File: config.mk
export PLATFORM = sky130hd
export DESIGN_NAME = plc_loop_cfg
export DESIGN_NICKNAME = d
export VERILOG_FILES = /design/src/core/plc_pkg.sv /design/src/core/plc_zero_res_dec.sv /design/src/core/plc_abl_ctrl.sv /design/src/core/plc_loop_cfg.sv
export SDC_FILE = /design/constraint.sdc
export NUM_CORES = 1
export LEC_CHECK = 0
export BUFFER_PORTS_ARGS = -buffer_cell sky130_fd_sc_hd__buf_2
export CORE_MARGIN = 2
export CORE_UTILIZATION = 53
export DETAILED_ROUTE_END_ITERATION = 8
export PLACE_DENSITY_LB_ADDON = 0.1
export SLEW_MARGIN = 20
export SYNTH_ARGS = -nofsm -noshare
export SYNTH_HDL_FRONTEND = slang
export SYNTH_HIERARCHICAL = 1
export SYNTH_SLANG_ARGS = --single-unit
File: constraint.sdc
create_clock -name clk_in -period 4.3 [get_ports clk_in]
set_clock_uncertainty 0.1 [all_clocks]
set_input_delay 0.86 -clock clk_in [delete_from_list [all_inputs] [get_ports clk_in]]
set_output_delay 0.86 -clock clk_in [all_outputs]
set_load 0.01 [all_outputs]
File: src/core/plc_pkg.sv
// shared constants for the loop configuration register bank
package plc_pkg;
  // register port widths
  localparam int ADDR_W = 10;
  localparam int DATA_W = 8;
  // register offsets
  localparam logic [9:0] OFS_ZERO_RES = 10'h01d;
  localparam logic [9:0] OFS_PUMP_CUR = 10'h0f0;
  localparam logic [9:0] OFS_FB_DIV = 10'h0f1;
  localparam logic [9:0] OFS_CTRL = 10'h0f2;
  // reset values
  localparam logic [7:0] RST_ZERO_RES = 8'h00;
  localparam logic [7:0] RST_PUMP_CUR = 8'h00;
  localparam logic [7:0] RST_FB_DIV = 8'h07;
  localparam logic [7:0] RST_CTRL = 8'h0b;
  // field positions
  localparam int ZR_CODE_MSB = 3;
  localparam int FB_SWALLOW_LSB = 6;
  localparam int FB_MAIN_MSB = 5;
  localparam int CTRL_LD_PD_BIT = 7;
  localparam int CTRL_DBL_BIT = 5;
  localparam int CTRL_ABL_SW_BIT = 4;
  localparam int CTRL_ABL_LSB = 2;
  localparam int CTRL_PMODE_LSB = 0;
  // zero resistor codes and one-hot select positions
  localparam logic [3:0] ZR_CODE_EXT = 4'h8;
  localparam int ZR_SEL_883K = 0;
  localparam int ZR_SEL_677K = 1;
  localparam int ZR_SEL_341K = 2;
  localparam int ZR_SEL_135K = 3;
  localparam int ZR_SEL_10K = 4;
  localparam int ZR_SEL_EXT = 5;
  localparam int ZR_SEL_W = 6;
  // feedback divider legality limits
  localparam logic [5:0] FB_MAIN_MIN = 6'h04;
  localparam logic [5:0] FB_MAIN_MID_HI = 6'h06;
  localparam logic [5:0] FB_MAIN_FULL = 6'h07;
  localparam logic [1:0] FB_SWALLOW_MAX_LO = 2'h1;
  localparam logic [1:0] FB_SWALLOW_MAX_MID = 2'h2;
  // antibacklash period and charge pump mode encodings
  typedef enum logic [1:0] {ABL_MIN, ABL_LOW, ABL_HIGH, ABL_MAX} plc_abl_e;
  typedef enum logic [1:0] {PM_TRISTATE, PM_UP, PM_DOWN, PM_NORMAL} plc_pm_e;
endpackage

File: src/core/plc_zero_res_dec.sv
`timescale 1ns/1ps
`default_nettype none
// turns the zero resistor code into a registered one-hot switch select
module plc_zero_res_dec
  import plc_pkg::*;
(
  // clock and reset
  input wire logic clk_in,
  input wire logic rst_in,
  // stored code
  input wire logic [3:0] code_in,
  // resistor select
  output logic [ZR_SEL_W-1:0] sel_out
);
  logic [ZR_SEL_W-1:0] next_sel; // decoded select

  // decode; codes above the external one close no switch
  always_comb begin
    next_sel = '0;
    case (code_in)
      4'h0: next_sel[ZR_SEL_883K] = 1'b1;
      4'h1: next_sel[ZR_SEL_677K] = 1'b1;
      4'h2: next_sel[ZR_SEL_341K] = 1'b1;
      4'h3: next_sel[ZR_SEL_135K] = 1'b1;
      4'h4, 4'h5, 4'h6, 4'h7: next_sel[ZR_SEL_10K] = 1'b1;
      ZR_CODE_EXT: next_sel[ZR_SEL_EXT] = 1'b1;
      default: next_sel = '0;
    endcase
  end

  // register the select
  always_ff @(posedge clk_in) begin
    if (rst_in) begin
      sel_out <= '0;
    end else begin
      sel_out <= next_sel;
    end
  end
endmodule
`default_nettype wire

File: src/core/plc_abl_ctrl.sv
`timescale 1ns/1ps
`default_nettype none
// antibacklash software control bit, stored field and effective period
module plc_abl_ctrl
  import plc_pkg::*;
(
  // clock and reset
  input wire logic clk_in,
  input wire logic rst_in,
  // control register write
  input wire logic ctrl_wr_in,
  input wire logic sw_wr_in,
  input wire logic [1:0] field_wr_in,
  // state
  output logic sw_out,
  output logic [1:0] field_out,
  output logic [1:0] period_out
);
  logic next_sw; // next software control bit
  logic [1:0] next_field; // next stored field
  logic [1:0] next_period; // next effective period

  // write handling and period selection
  always_comb begin
    next_sw = sw_out;
    next_field = field_out;
    if (ctrl_wr_in) begin
      next_sw = sw_wr_in;
      if (sw_wr_in && !sw_out) begin
        next_field = ABL_MIN; // arming clears the field
      end else if (sw_wr_in) begin
        next_field = field_wr_in;
      end
    end
    // automatic mode forces the high period
    next_period = sw_out ? field_out : ABL_HIGH;
  end

  // register state
  always_ff @(posedge clk_in) begin
    if (rst_in) begin
      sw_out <= RST_CTRL[CTRL_ABL_SW_BIT];
      field_out <= RST_CTRL[CTRL_ABL_LSB +: 2];
      period_out <= ABL_HIGH;
    end else begin
      sw_out <= next_sw;
      field_out <= next_field;
      period_out <= next_period;
    end
  end
endmodule
`default_nettype wire

File: src/core/plc_loop_cfg.sv
`timescale 1ns/1ps
`default_nettype none
// Contract
// - zero resistor code picks resistor or external
// - eight-bit field sets synth pump current
// - divider is four main plus swallow
// - control bit 7 powers down lock detector
// - control bit 5 enables reference doubler
// - bit 4 clear forces high antibacklash
// - setting bit 4 clears antibacklash field
// - field selects min, low, high, max
// - pump mode field, normal after reset
// - zero resistor upper nibble reserved
module plc_loop_cfg
  import plc_pkg::*;
(
  // clock and reset
  input wire logic clk_in,
  input wire logic rst_in,
  // register access port
  input wire logic [ADDR_W-1:0] reg_addr_in,
  input wire logic reg_wr_in,
  input wire logic [DATA_W-1:0] reg_wdata_in,
  input wire logic reg_rd_in,
  output logic [DATA_W-1:0] reg_rdata_out,
  output logic reg_rvalid_out,
  // input cleanup loop filter
  output logic [ZR_SEL_W-1:0] filter_zero_resistor_sel_out,
  // output synth loop charge pump
  output logic [7:0] pump_current_out,
  output logic [1:0] pump_mode_out,
  // output synth loop feedback divider
  output logic [1:0] fb_swallow_out,
  output logic [5:0] fb_main_out,
  output logic [7:0] fb_div_out,
  output logic fb_div_legal_out,
  // output synth loop control
  output logic lock_det_pd_out,
  output logic ref_doubler_out,
  output logic [1:0] abl_period_out
);
  // address decode strobes
  logic wr_zr; // write to zero resistor register
  logic wr_pump; // write to pump current register
  logic wr_fb; // write to feedback divider register
  logic wr_ctrl; // write to control register

  // stored register state
  logic [3:0] zr_code; // zero resistor code
  logic [3:0] next_zr_code;
  logic [7:0] next_pump;
  logic [7:0] next_fb;
  logic [7:0] fb_reg; // swallow and main counts as written
  logic next_ld_pd;
  logic next_dbl;
  logic [1:0] next_pmode;

  // derived divider outputs
  logic [7:0] next_fb_div;
  logic next_legal;

  // readback path
  logic [DATA_W-1:0] next_rdata;
  logic next_rvalid;

  // antibacklash state from the submodule
  logic abl_sw; // software control bit
  logic [1:0] abl_field; // stored antibacklash field

  // decode the register address for writes
  always_comb begin
    wr_zr = reg_wr_in && (reg_addr_in == OFS_ZERO_RES);
    wr_pump = reg_wr_in && (reg_addr_in == OFS_PUMP_CUR);
    wr_fb = reg_wr_in && (reg_addr_in == OFS_FB_DIV);
    wr_ctrl = reg_wr_in && (reg_addr_in == OFS_CTRL);
  end

  // next values of the writable fields
  always_comb begin
    next_zr_code = zr_code;
    next_pump = pump_current_out;
    next_fb = fb_reg;
    next_ld_pd = lock_det_pd_out;
    next_dbl = ref_doubler_out;
    next_pmode = pump_mode_out;
    if (wr_zr) begin
      // upper nibble is dropped on write
      next_zr_code = reg_wdata_in[ZR_CODE_MSB:0];
    end
    if (wr_pump) begin
      next_pump = reg_wdata_in;
    end
    if (wr_fb) begin
      next_fb = reg_wdata_in;
    end
    if (wr_ctrl) begin
      next_ld_pd = reg_wdata_in[CTRL_LD_PD_BIT];
      // bit 6 has no storage
      next_dbl = reg_wdata_in[CTRL_DBL_BIT];
      next_pmode = reg_wdata_in[CTRL_PMODE_LSB +: 2];
    end
  end

  // register the writable fields
  always_ff @(posedge clk_in) begin
    if (rst_in) begin
      zr_code <= RST_ZERO_RES[ZR_CODE_MSB:0];
      pump_current_out <= RST_PUMP_CUR;
      fb_reg <= RST_FB_DIV;
      lock_det_pd_out <= RST_CTRL[CTRL_LD_PD_BIT];
      ref_doubler_out <= RST_CTRL[CTRL_DBL_BIT];
      pump_mode_out <= RST_CTRL[CTRL_PMODE_LSB +: 2];
    end else begin
      zr_code <= next_zr_code;
      pump_current_out <= next_pump;
      fb_reg <= next_fb;
      lock_det_pd_out <= next_ld_pd;
      ref_doubler_out <= next_dbl;
      pump_mode_out <= next_pmode;
    end
  end

  // divider value and legality of the stored counts
  always_comb begin
    // division is four times main plus swallow
    next_fb_div = {fb_reg[FB_MAIN_MSB:0], 2'b00}
                + {6'h00, fb_reg[FB_SWALLOW_LSB +: 2]};
    // flag counts outside the allowed table
    if (fb_reg[FB_MAIN_MSB:0] >= FB_MAIN_FULL) begin
      next_legal = 1'b1;
    end else if (fb_reg[FB_MAIN_MSB:0] > FB_MAIN_MIN) begin
      next_legal = (fb_reg[FB_SWALLOW_LSB +: 2] <= FB_SWALLOW_MAX_MID);
    end else if (fb_reg[FB_MAIN_MSB:0] == FB_MAIN_MIN) begin
      next_legal = (fb_reg[FB_SWALLOW_LSB +: 2] <= FB_SWALLOW_MAX_LO);
    end else begin
      next_legal = 1'b0;
    end
  end

  // register the divider outputs
  always_ff @(posedge clk_in) begin
    if (rst_in) begin
      fb_swallow_out <= RST_FB_DIV[FB_SWALLOW_LSB +: 2];
      fb_main_out <= RST_FB_DIV[FB_MAIN_MSB:0];
      fb_div_out <= {RST_FB_DIV[FB_MAIN_MSB:0], 2'b00};
      fb_div_legal_out <= 1'b1;
    end else begin
      fb_swallow_out <= fb_reg[FB_SWALLOW_LSB +: 2];
      fb_main_out <= fb_reg[FB_MAIN_MSB:0];
      fb_div_out <= next_fb_div;
      fb_div_legal_out <= next_legal;
    end
  end

  // readback mux; reserved bits read as zero
  always_comb begin
    next_rdata = '0;
    next_rvalid = reg_rd_in;
    if (reg_rd_in) begin
      case (reg_addr_in)
        OFS_ZERO_RES: next_rdata = {4'h0, zr_code};
        OFS_PUMP_CUR: next_rdata = pump_current_out;
        OFS_FB_DIV: next_rdata = fb_reg;
        OFS_CTRL: begin
          // bit 6 always reads zero
          next_rdata = {lock_det_pd_out, 1'b0, ref_doubler_out,
                        abl_sw, abl_field, pump_mode_out};
        end
        default: next_rdata = '0; // unmapped reads give zero
      endcase
    end
  end

  // register the read answer
  always_ff @(posedge clk_in) begin
    if (rst_in) begin
      reg_rdata_out <= '0;
      reg_rvalid_out <= 1'b0;
    end else begin
      reg_rdata_out <= next_rdata;
      reg_rvalid_out <= next_rvalid;
    end
  end

  // zero resistor select decoder
  plc_zero_res_dec u_zero_res (
    .clk_in(clk_in),
    .rst_in(rst_in),
    .code_in(zr_code),
    .sel_out(filter_zero_resistor_sel_out)
  );

  // antibacklash control and effective period
  plc_abl_ctrl u_abl (
    .clk_in(clk_in),
    .rst_in(rst_in),
    .ctrl_wr_in(wr_ctrl),
    .sw_wr_in(reg_wdata_in[CTRL_ABL_SW_BIT]),
    .field_wr_in(reg_wdata_in[CTRL_ABL_LSB +: 2]),
    .sw_out(abl_sw),
    .field_out(abl_field),
    .period_out(abl_period_out)
  );
endmodule
`default_nettype wire

==> results.md, run 1 <==
* TritonCTS clock tree: done
* Worst-Skew Late Latency at 0.30 ns
* Kind of critical path: in -> reg
* Slew Limit Fails at 0
* CP endpoint kind: flop
* Mapped Nets at 237
* Tightest Pin Transition at 0.802 ns
* Status: completed
* Share of cells above drive strength 1 at 0.311
* Row count at 22
* Max Cap Viol at 0
* Gr busiest metal: met2
* WL/cell at ~14 um
* Vias in the first global route at roughly 1,500
* Most frequent cells in the layout: buf_2, dfxtp_1, nor2_1
* DRC Markers at 0
* Peak VDD IR at 0.189 mV
* Fin. Hold Viols at 0
* Global-route usage over all layers at 0.219
* Most used DFF post-synth: dfxtp_1
* I/O pin total at 68
* 1st-pass router iterations at 4
* Register-to-register setup slack at approximately 3.2 ns
* Slew HR at 0.461
* Max clock buf depth at 2
* Syn. warnings at 6
* Total congestion overflow at 0
* Hold Crit Class: reg -> reg
* WHS Endpoint: u_abl/period_out[1]$_SDFF_PP1_
* Pwr dens at 327 nW/um2
* DRT iter0 DRCs at 127
* Hold depth at 1
* Clock transition at the registers of the reported paths at 0.09 ns
* Vias per cell at 5.32
* M3 GR Usage at 0.0574
* Number of flops mapped to enable cells by yosys at 0
* Post-layout instance area at about 2500 um2
* PortBufs at 67
* Starting Density at 0.564
* Post-CTS setup buffers at 0
* DIE WIDTH at 67.1 um
* Fmax at 0.405 GHz
* RSZ-0062 raised after global routing: no
* Die Area at roughly 4500 um2
* Setup tns final at 0 ns
* Mapped Cells at 215
* Filler cell count at 345
* Clk sinks at 53
* Post-layout min period at 2.47 ns
* Hold path start: u_abl/field_out[1]$_SDFFE_PP1P_
* Layout Nets at 295
* Global-route wire length before repair at about 7.3 mm
* CP arrival at 2.57 ns
* Hold_buf cts at 0
* Vias at 1,708
* Crit path max fanout at 11
* Count of cell types in the netlist at 35
* R2R cell count at 2
* CORE AREA at 3740 um2
* Reg-to-reg startpoint: zr_code[2]$_SDFFE_PP0P_
* Die Y at 67.1 um
* Post-synthesis cell area at approximately 2100 um2
* CTS H-tree depth at 2
* Area occupied by multi-input gates at 953 um2
* Sequential-to-total area share from yosys stat at 0.503
* GRT met1 Usage at 0.284
* Synth Register Bits at 53
* CTS resizes at 0
* Placement Cell Area at about 2400 um2
* Most common cell after layout, fill and taps aside: buf_2
* WL final at 4.51 mm
* ANT nets after route at 0
* Initial antenna violation count at 0
* N_diodes at 0
* Avg Inst Size Synth at 9.82 um2
* Synth async-reset ratio at 0
* Startpoint types: input port
* Largest net degree at the start of global routing at 44
* P&R area growth vs syn at 18.3%
* Leak at 1.12 nW
* Reg area at 1060 um2
* Detailed placement HPWL at 3.19 mm
* Gp weighted congestion at 0.805
* Met2 Usage GRT at 0.345
* Final setup vio count at 0
* Tcrit/Tclk final at 0.574
* CTS root buf: clkbuf_8
* RR Endpoint: u_zero_res/sel_out[1]$_SDFF_PP0_
* CTS Buf Count at 5
* Worst path required time at 4.40 ns
## routing by layer
metal	part of all wire	wire (um)
met4	0.016	71
met5	0	0
met1	0.47	2100
met3	0.052	236
met2	0.47	2100
## worst max-delay path, stage by stage
cell and delay [ns]:
buf_2 0.10, or3b_4 0.43, nor4_4 0.69, nand2_1 0.17, a211o_1 0.31
## where the power goes
| part | leakage, nW | total [mW] | switching [mW] | internal (mW) |
|---|---|---|---|---|
| logic | 0.652 | 0.0449 | 0.0279 | 0.0170 |
| clock network | 0.0443 | 0.281 | 0.152 | 0.128 |
| registers | 0.428 | 0.492 | 0.000282 | 0.491 |
## kinds of logic after synthesis
kind of cell	after synthesis	share of synthesized area
compound gates	27	0.0765
buf+inv	16	0.0456
mux	23	0.109
flops	53	0.503
simple gates	96	0.266
## per-stage QoR
step                      setup slack [ns]  utilization  power (mW)  cells  hold WS [ns]
final                                 1.83        0.667       0.817    321         0.394
after global routing                  1.77        0.667       0.844    321         0.434
after CTS                             1.84        0.667       0.824    321         0.397
after detailed placement              1.52        0.644       0.548    314         0.371
after global placement                1.58        0.644       0.548    314         0.371
after floorplan                       1.90            -       0.527    215         0.326
## layout make-up
class / count / area share
timing repair buffer: 67 / 0.134
sequential: 53 / 0.425
multi-input combinational: 146 / 0.382
tap: 48 / 0.0241
clock buffer: 7 / 0.0346
## synthesized netlist by cell type, types with 2 or more instances
master	number	area, um2
a21oi_1	16	80.1
a22oi_1	2	15.0
and2_1	4	25.0
and3_1	3	18.8
buf_2	2	10.0
buf_4	9	67.6
clkbuf_1	5	18.8
dfxtp_1	53	1060
mux2i_1	23	230
nand2_1	11	41.3
nand2b_1	2	12.5
nand3_1	5	25.0
nand3b_1	2	15.0
nand4_1	3	18.8
nor2_1	32	120
nor2b_1	7	43.8
nor3_1	5	25.0
nor3b_1	5	37.5
nor3b_2	2	25.0
nor4_1	2	12.5
nor4_4	2	42.5
o21ai_0	3	15.0
o2bb2ai_1	2	17.5
or2_2	3	18.8
or3b_4	2	22.5
## worst max-delay path by stage
| stage | depth (start not counted) | end | slack (ns) | from |
|---|---|---|---|---|
| after floorplan | 4 | u_abl/field_out[1]$_SDFFE_PP1P_ | 1.90 | reg_addr_in[9] |
| after global placement | 5 | u_abl/field_out[1]$_SDFFE_PP1P_ | 1.58 | reg_addr_in[9] |
| after detailed placement | 5 | u_abl/field_out[1]$_SDFFE_PP1P_ | 1.52 | reg_addr_in[9] |
| after CTS | 5 | u_abl/field_out[1]$_SDFFE_PP1P_ | 1.84 | reg_addr_in[9] |
| after global routing | 5 | u_abl/field_out[1]$_SDFFE_PP1P_ | 1.77 | reg_addr_in[9] |
| final | 5 | u_abl/field_out[1]$_SDFFE_PP1P_ | 1.83 | reg_addr_in[9] |
Power figures use the tool's default switching activity.
==> run 2, diff against run 1 <==
--- a/config.mk
+++ b/config.mk
@@ -5,9 +5,10 @@
 export SDC_FILE = /design/constraint.sdc
 export NUM_CORES = 1
 export LEC_CHECK = 0
+export ABC_AREA = 1
 export BUFFER_PORTS_ARGS = -buffer_cell sky130_fd_sc_hd__buf_2
 export CORE_MARGIN = 2
-export CORE_UTILIZATION = 53
+export CORE_UTILIZATION = 51
 export DETAILED_ROUTE_END_ITERATION = 8
 export PLACE_DENSITY_LB_ADDON = 0.1
 export SLEW_MARGIN = 20
==> constraint.sdc (replaced) <==
create_clock -name clk_in -period 2.5 [get_ports clk_in]
set_clock_uncertainty 0.1 [all_clocks]
set_input_delay 0.5 -clock clk_in [delete_from_list [all_inputs] [get_ports clk_in]]
set_output_delay 0.5 -clock clk_in [all_outputs]
set_load 0.01 [all_outputs]
==> run 2 against run 1 <==
Compared with the run above: clock power up 76%; core utilization shrank 4.0 points; global-route usage barely moved; non-clock buffer count rose by 3; count of clock-buffer cells in the layout fell by 1; die area up 15%; design area up 10%; synthesized cell count grew 55%; sequential cell count is the same; area after synthesis up 11%; final cell count up 39%.
==> results.md, run 2 <==
* Peak VDD IR at 0.337 mV
* Filler cell count at 426
* Most common cell after layout, fill and taps aside: nand2_1
* Mapped Nets at 355
* Setup tns final at 0 ns
* Number of flops mapped to enable cells by yosys at 0
* Sequential-to-total area share from yosys stat at 0.452
* Worst path required time at 2.61 ns
* Fin. Hold Viols at 0
* Count leader, synth: nand2_1
* CTS resizes at 0
* CTS H-tree depth at 2
* Area occupied by multi-input gates at 1000 um2
* Die Area at about 5200 um2
* Post-layout min period at 1.60 ns
* Hold Crit Class: in -> reg
* Worst setup margin at 0.895 ns
* Tightest Pin Transition at roughly 0.45 ns
* Global-route wire length before repair at around 8.7 mm
* CTS root buf: clkbuf_8
* Pwr dens at 517 nW/um2
* CTS Buf Count at 5
* N_diodes at 0
* CORE AREA at roughly 4400 um2
* Fmax at 0.623 GHz
* 1st-pass router iterations at 4
* Post-CTS setup buffers at 0
* Final setup vio count at 0
* Vias in the first global route at around 1,900
* Leak at 1.52 nW
* Hold_buf cts at 0
* Synth async-reset ratio at 0
* I/O pin total at 68
* Clock share of power at 0.348
* Layout Nets at 416
* Count of cell types in the netlist at 24
* Total congestion overflow at 0
* DRT iter0 DRCs at about 120
* Global-route usage over all layers at 0.219
* Net Sw Frac at 0.233
* Startpoint types: input port
* Syn. warnings at 6
* Most used DFF post-synth: dfxtp_1
* Kind of critical path: in -> reg
* WL/cell at 12.1 um
* Placement Cell Area at 2660 um2
* Post-synth top cells: nand2_1, nor2_1, dfxtp_1
* Largest net degree at the start of global routing at 26
* Clk sinks at 53
* Avg Inst Size Synth at 7.05 um2
* Flop pwr share at 0.596
* Initial antenna violation count at 0
* Dpl ws at 0.580 ns
* Vias at 2,170
* Crit path max fanout at 9
* Clock transition at the registers of the reported paths at 0.09 ns
* PortBufs at 67
* Placed cells at 439
* Share of Yosys cell area claimed by the top area cell type at 0.452
* Final Util at 0.627
* Vias per cell at 4.87
* Row count at 24
* Slew Limit Fails at 0
* P_sw at approximately 0.33 mW
* Worst-Skew Late Latency at ~0.31 ns
* CP arrival at 1.71 ns
* Share of cells above drive strength 1 at 0.251
* Post-layout instance area at 2750 um2
* TritonCTS clock tree: done
* DIE WIDTH at slightly above 70 um
* Max clock buf depth at 2
* Detailed placement HPWL at 4.02 mm
* Slew HR at 0.701
* DRC Markers at 0
* Internal power at 1.09 mW
* Post-synthesis cell area at 2350 um2
* Max Cap Viol at 0
* Synth area leader: dfxtp_1
* Status: completed
* Tcrit/Tclk final at 0.642
* Mapped Cells at 333
* WL final at 5.38 mm
* CP endpoint kind: flop
* Reg area at 1060 um2
* Starting Density at 0.536
* Comb power frac at 0.056
* Fin cells at roughly 450
* Synth Register Bits at 53
* Most frequent cells in the layout: nand2_1, nor2_1, buf_2
* Dominant cells by area after synthesis: dfxtp_1, nand2_1, nor2_1
* RSZ-0062 raised after global routing: no
* P&R area growth vs syn at 17.0%
* Gp weighted congestion at 0.897
* ANT nets after route at 0
* Die Y at 71.9 um
## run 2: final timing paths
kind | slack [ns] | cells past startpoint | start | endpoint
hold / removal | 0.32 | 3 | reg_rd_in | reg_rvalid_out$_SDFF_PP0_
setup reg to reg | 1.53 | 4 | fb_reg[0]$_SDFFE_PP1P_ | fb_div_legal_out$_SDFF_PP1_
hold reg to reg | 0.38 | 2 | u_abl/field_out[0]$_SDFFE_PP0P_ | u_abl/period_out[0]$_SDFF_PP0_
setup / recovery | 0.90 | 9 | reg_addr_in[9] | u_abl/field_out[0]$_SDFFE_PP0P_
## run 2: critical path, cell delays in order
cell	delay (ns)
buf_2	0.12
nor2_4	0.24
nand2_4	0.10
nor2_8	0.19
nand3_2	0.16
clkinv_1	0.12
nand2_1	0.10
nor2_1	0.12
nor2_1	0.05
## run 2: logic make-up after synthesis
kind of cell           share of synthesized area
and+or+nand+nor                            0.418
buffers and inverters                      0.122
DFF                                        0.452
AOI/OAI and AO/OA                        0.00852
## run 2: per-layer routing
layer | part of all wire | GRT usage | vias up
met5 | 0 | 0 | -
met4 | 0.013 | 0.0545 | 0
met3 | 0.067 | 0.0492 | 9
met2 | 0.48 | 0.360 | 77
met1 | 0.44 | 0.293 | 950
li1 | - | - | 1134
## run 2: area by class of cell
cell class              instances  share of cell area
inverters                      46              0.0628
flip-flops and latches         53               0.386
repair buffers                 70               0.130
multi-input cells             218               0.364
clock buffers                   6              0.0301
well taps                      52              0.0237
clock inverters                 1             0.00273
## run 2: metrics by stage
step	hold WS, ns	total power [mW]
floorplan	0.329	0.904
global placement	0.370	0.945
detailed placement	0.366	0.945
CTS	0.316	1.43
global route	0.338	1.47
finish	0.325	1.42
## run 2: power by group through the flow
stage	registers (mW)	clock network (mW)	logic (mW)
finish	0.846	0.494	0.0796
global route	0.847	0.534	0.0882
CTS	0.846	0.505	0.0797
detailed placement	0.866	0	0.0794
global placement	0.866	0	0.0788
floorplan	0.867	0	0.0372
==> run 3, diff against run 2 <==
--- a/config.mk
+++ b/config.mk
@@ -8,7 +8,7 @@
 export ABC_AREA = 1
 export BUFFER_PORTS_ARGS = -buffer_cell sky130_fd_sc_hd__buf_2
 export CORE_MARGIN = 2
-export CORE_UTILIZATION = 51
+export CORE_UTILIZATION = 46
 export DETAILED_ROUTE_END_ITERATION = 8
 export PLACE_DENSITY_LB_ADDON = 0.1
 export SLEW_MARGIN = 20
==> constraint.sdc (replaced) <==
create_clock -name clk_in -period 1.4 [get_ports clk_in]
set_clock_uncertainty 0.1 [all_clocks]
set_input_delay 0.28 -clock clk_in [delete_from_list [all_inputs] [get_ports clk_in]]
set_output_delay 0.28 -clock clk_in [all_outputs]
set_load 0.01 [all_outputs]
==> run 3 against run 2 <==
Compared with the run above: register-to-register slack got worse by 1.1 ns; hold slack worse by 0.24 ns; final cell count is 7.4% higher; via count is 0.32% higher; global-route usage shrank 1.6 points; sequential share of layout area decreased by 2.2 points; count of clock-buffer cells in the layout unchanged; die area is 10% higher; non-clock buffer count grew 14; routed wire length is 0.95% lower; combinational power rose by 98%.
==> results.md, run 3 (synthesized netlist as in run 2, its figures left out) <==
* CTS root buf: clkbuf_8
* RR Endpoint: reg_rdata_out[4]$_SDFF_PP0_
* Vias at 2,177
* WL/cell at ~11 um
* Slowest-stage cell, CP: dfxtp_1
* Leak at 1.61 nW
* Fin. Hold Viols at 0
* TritonCTS clock tree: done
* Worst path required time at 1.02 ns
* CP arrival at 0.86 ns
* Post-layout min period at 1.24 ns
* Global-route usage over all layers at 0.203
* Setup tns final at 0 ns
* Hold depth at 3
* Worst setup margin at between 0.15 and 0.2 ns
* Vias in the first global route at 1,866
* Slew Limit Fails at 0
* Die Y at 75.5 um
* Final Util at 0.581
* I/O pin total at 68
* Final setup vio count at 0
* RSZ-0062 raised after global routing: no
* Vias per cell at 4.54
* R2R cell count at 4
* Global-route wire length before repair at 8.69 mm
* Peak VDD IR at 0.546 mV
* Hold Crit Class: in -> reg
* Max Cap Viol at 0
* Row count at 26
* P&R area growth vs syn at 24.0%
* Fmax at 0.810 GHz
* Clk sinks at 53
* Layout Nets at 430
* Gp weighted congestion at 0.842
* CP delay by family, top: flip-flops
* WHS Endpoint: reg_rvalid_out$_SDFF_PP0_
* 1st-pass router iterations at 4
* PortBufs at 67
* Worst-Skew Late Latency at 0.31 ns
* Most common cell after layout, fill and taps aside: nand2_1
* N_diodes at 0
* Dpl ws at -0.0775 ns
* CTS resizes at 0
* DIE WIDTH at 75.5 um
* Total congestion overflow at 0
* Filler cell count at between 500 and 600
* CTS Buf Count at 5
* Reg-to-reg startpoint: u_abl/sw_out$_SDFFE_PP0P_
* CTS H-tree depth at 2
* Clock transition at the registers of the reported paths at 0.10 ns
* Largest net degree at the start of global routing at 18
* Status: completed
* DRC Markers at 0
* Startpoint types: flop
* Share of cells above drive strength 1 at 0.279
* CORE AREA at 5010 um2
* Worst path max stage delay at 0.39 ns
* Max clock buf depth at 2
* Die Area at around 5700 um2
* Register-to-register setup slack at about 0.46 ns
* Crit path max fanout at 3
* CP cell instances: buf_2
* WL final at ~5.3 mm
* Kind of critical path: reg -> out
* Pwr dens at 948 nW/um2
* Post-CTS setup buffers at 0
* Tightest Pin Transition at about 0.27 ns
* Hold path start: reg_rd_in
* Slew HR at 0.822
* Tcrit/Tclk final at 0.882
* ANT nets after route at 0
* Hold_buf cts at 0
* Detailed placement HPWL at 4.16 mm
* Starting Density at 0.469
* CP bufs+invs at 1
* Initial antenna violation count at 0
* DRT iter0 DRCs at 112
* Most frequent cells in the layout: nand2_1, nor2_1, buf_2
* CP endpoint kind: output port
==> run 3: cell types whose count changed in the layout (fill, tap and decap cells not counted) <==
| cell | change |
|---|---|
| buf_4 | +14 |
| bufinv_16 | +1 |
| nand3_2 | -1 |
| nand3_4 | +1 |
==> run 3: worst register-to-register path: stages, from the launching register on <==
cell and delay (ns):
dfxtp_1 0.43, nand4_1 0.12, nand3_1 0.14, nand2_1 0.06
inv_1 0.04
==> run 3: final cells by class <==
| cell class | count | area, um2 | share of cell area |
|---|---|---|---|
| clock inverter | 2 | 37.5 | 0.0129 |
| multi-input combinational | 218 | 1010 | 0.346 |
| timing repair buffer | 84 | 463 | 0.159 |
| inverter | 46 | 173 | 0.0593 |
| clock buffer | 6 | 82.6 | 0.0284 |
| tap | 70 | 87.6 | 0.0301 |
| sequential | 53 | 1060 | 0.364 |
==> run 3: where the power goes <==
| group | internal [mW] | total (mW) | switching, mW | leakage [nW] |
|---|---|---|---|---|
| registers | 1.51 | 1.51 | 0.00123 | 0.428 |
| clock network | 0.582 | 1.09 | 0.510 | 0.0574 |
| logic | 0.0551 | 0.158 | 0.103 | 1.12 |
==> run 3: worst max path at each step <==
stage	start	depth (start not counted)	endpoint
CTS	pump_current_out[1]$_SDFFE_PP0P_	1	pump_current_out[1]
global placement	reg_addr_in[3]	9	u_abl/field_out[0]$_SDFFE_PP0P_
floorplan	reg_addr_in[8]	8	u_abl/field_out[0]$_SDFFE_PP0P_
global route	pump_current_out[2]$_SDFFE_PP0P_	1	pump_current_out[2]
finish	pump_current_out[3]$_SDFFE_PP0P_	1	pump_current_out[3]
detailed placement	reg_addr_in[3]	9	u_abl/field_out[0]$_SDFFE_PP0P_
==> run 3: per-layer routing <==
layer	routed length, um	global-route usage	up-vias
met5	0	0	-
met2	2480	0.329	53
met3	227	0.0370	9
met4	89	0.0741	0
met1	2530	0.272	952
li1	-	-	1163
==> run 3: per-stage QoR <==
step	cells	area, um2	hold WS (ns)	power, mW
after CTS	479	2910	0.0818	2.78
after detailed placement	471	2790	0.364	1.70
after global routing	479	2910	0.104	2.86
after floorplan	333	2360	0.257	1.62
final	479	2910	0.0892	2.76
after global placement	471	2790	0.367	1.70
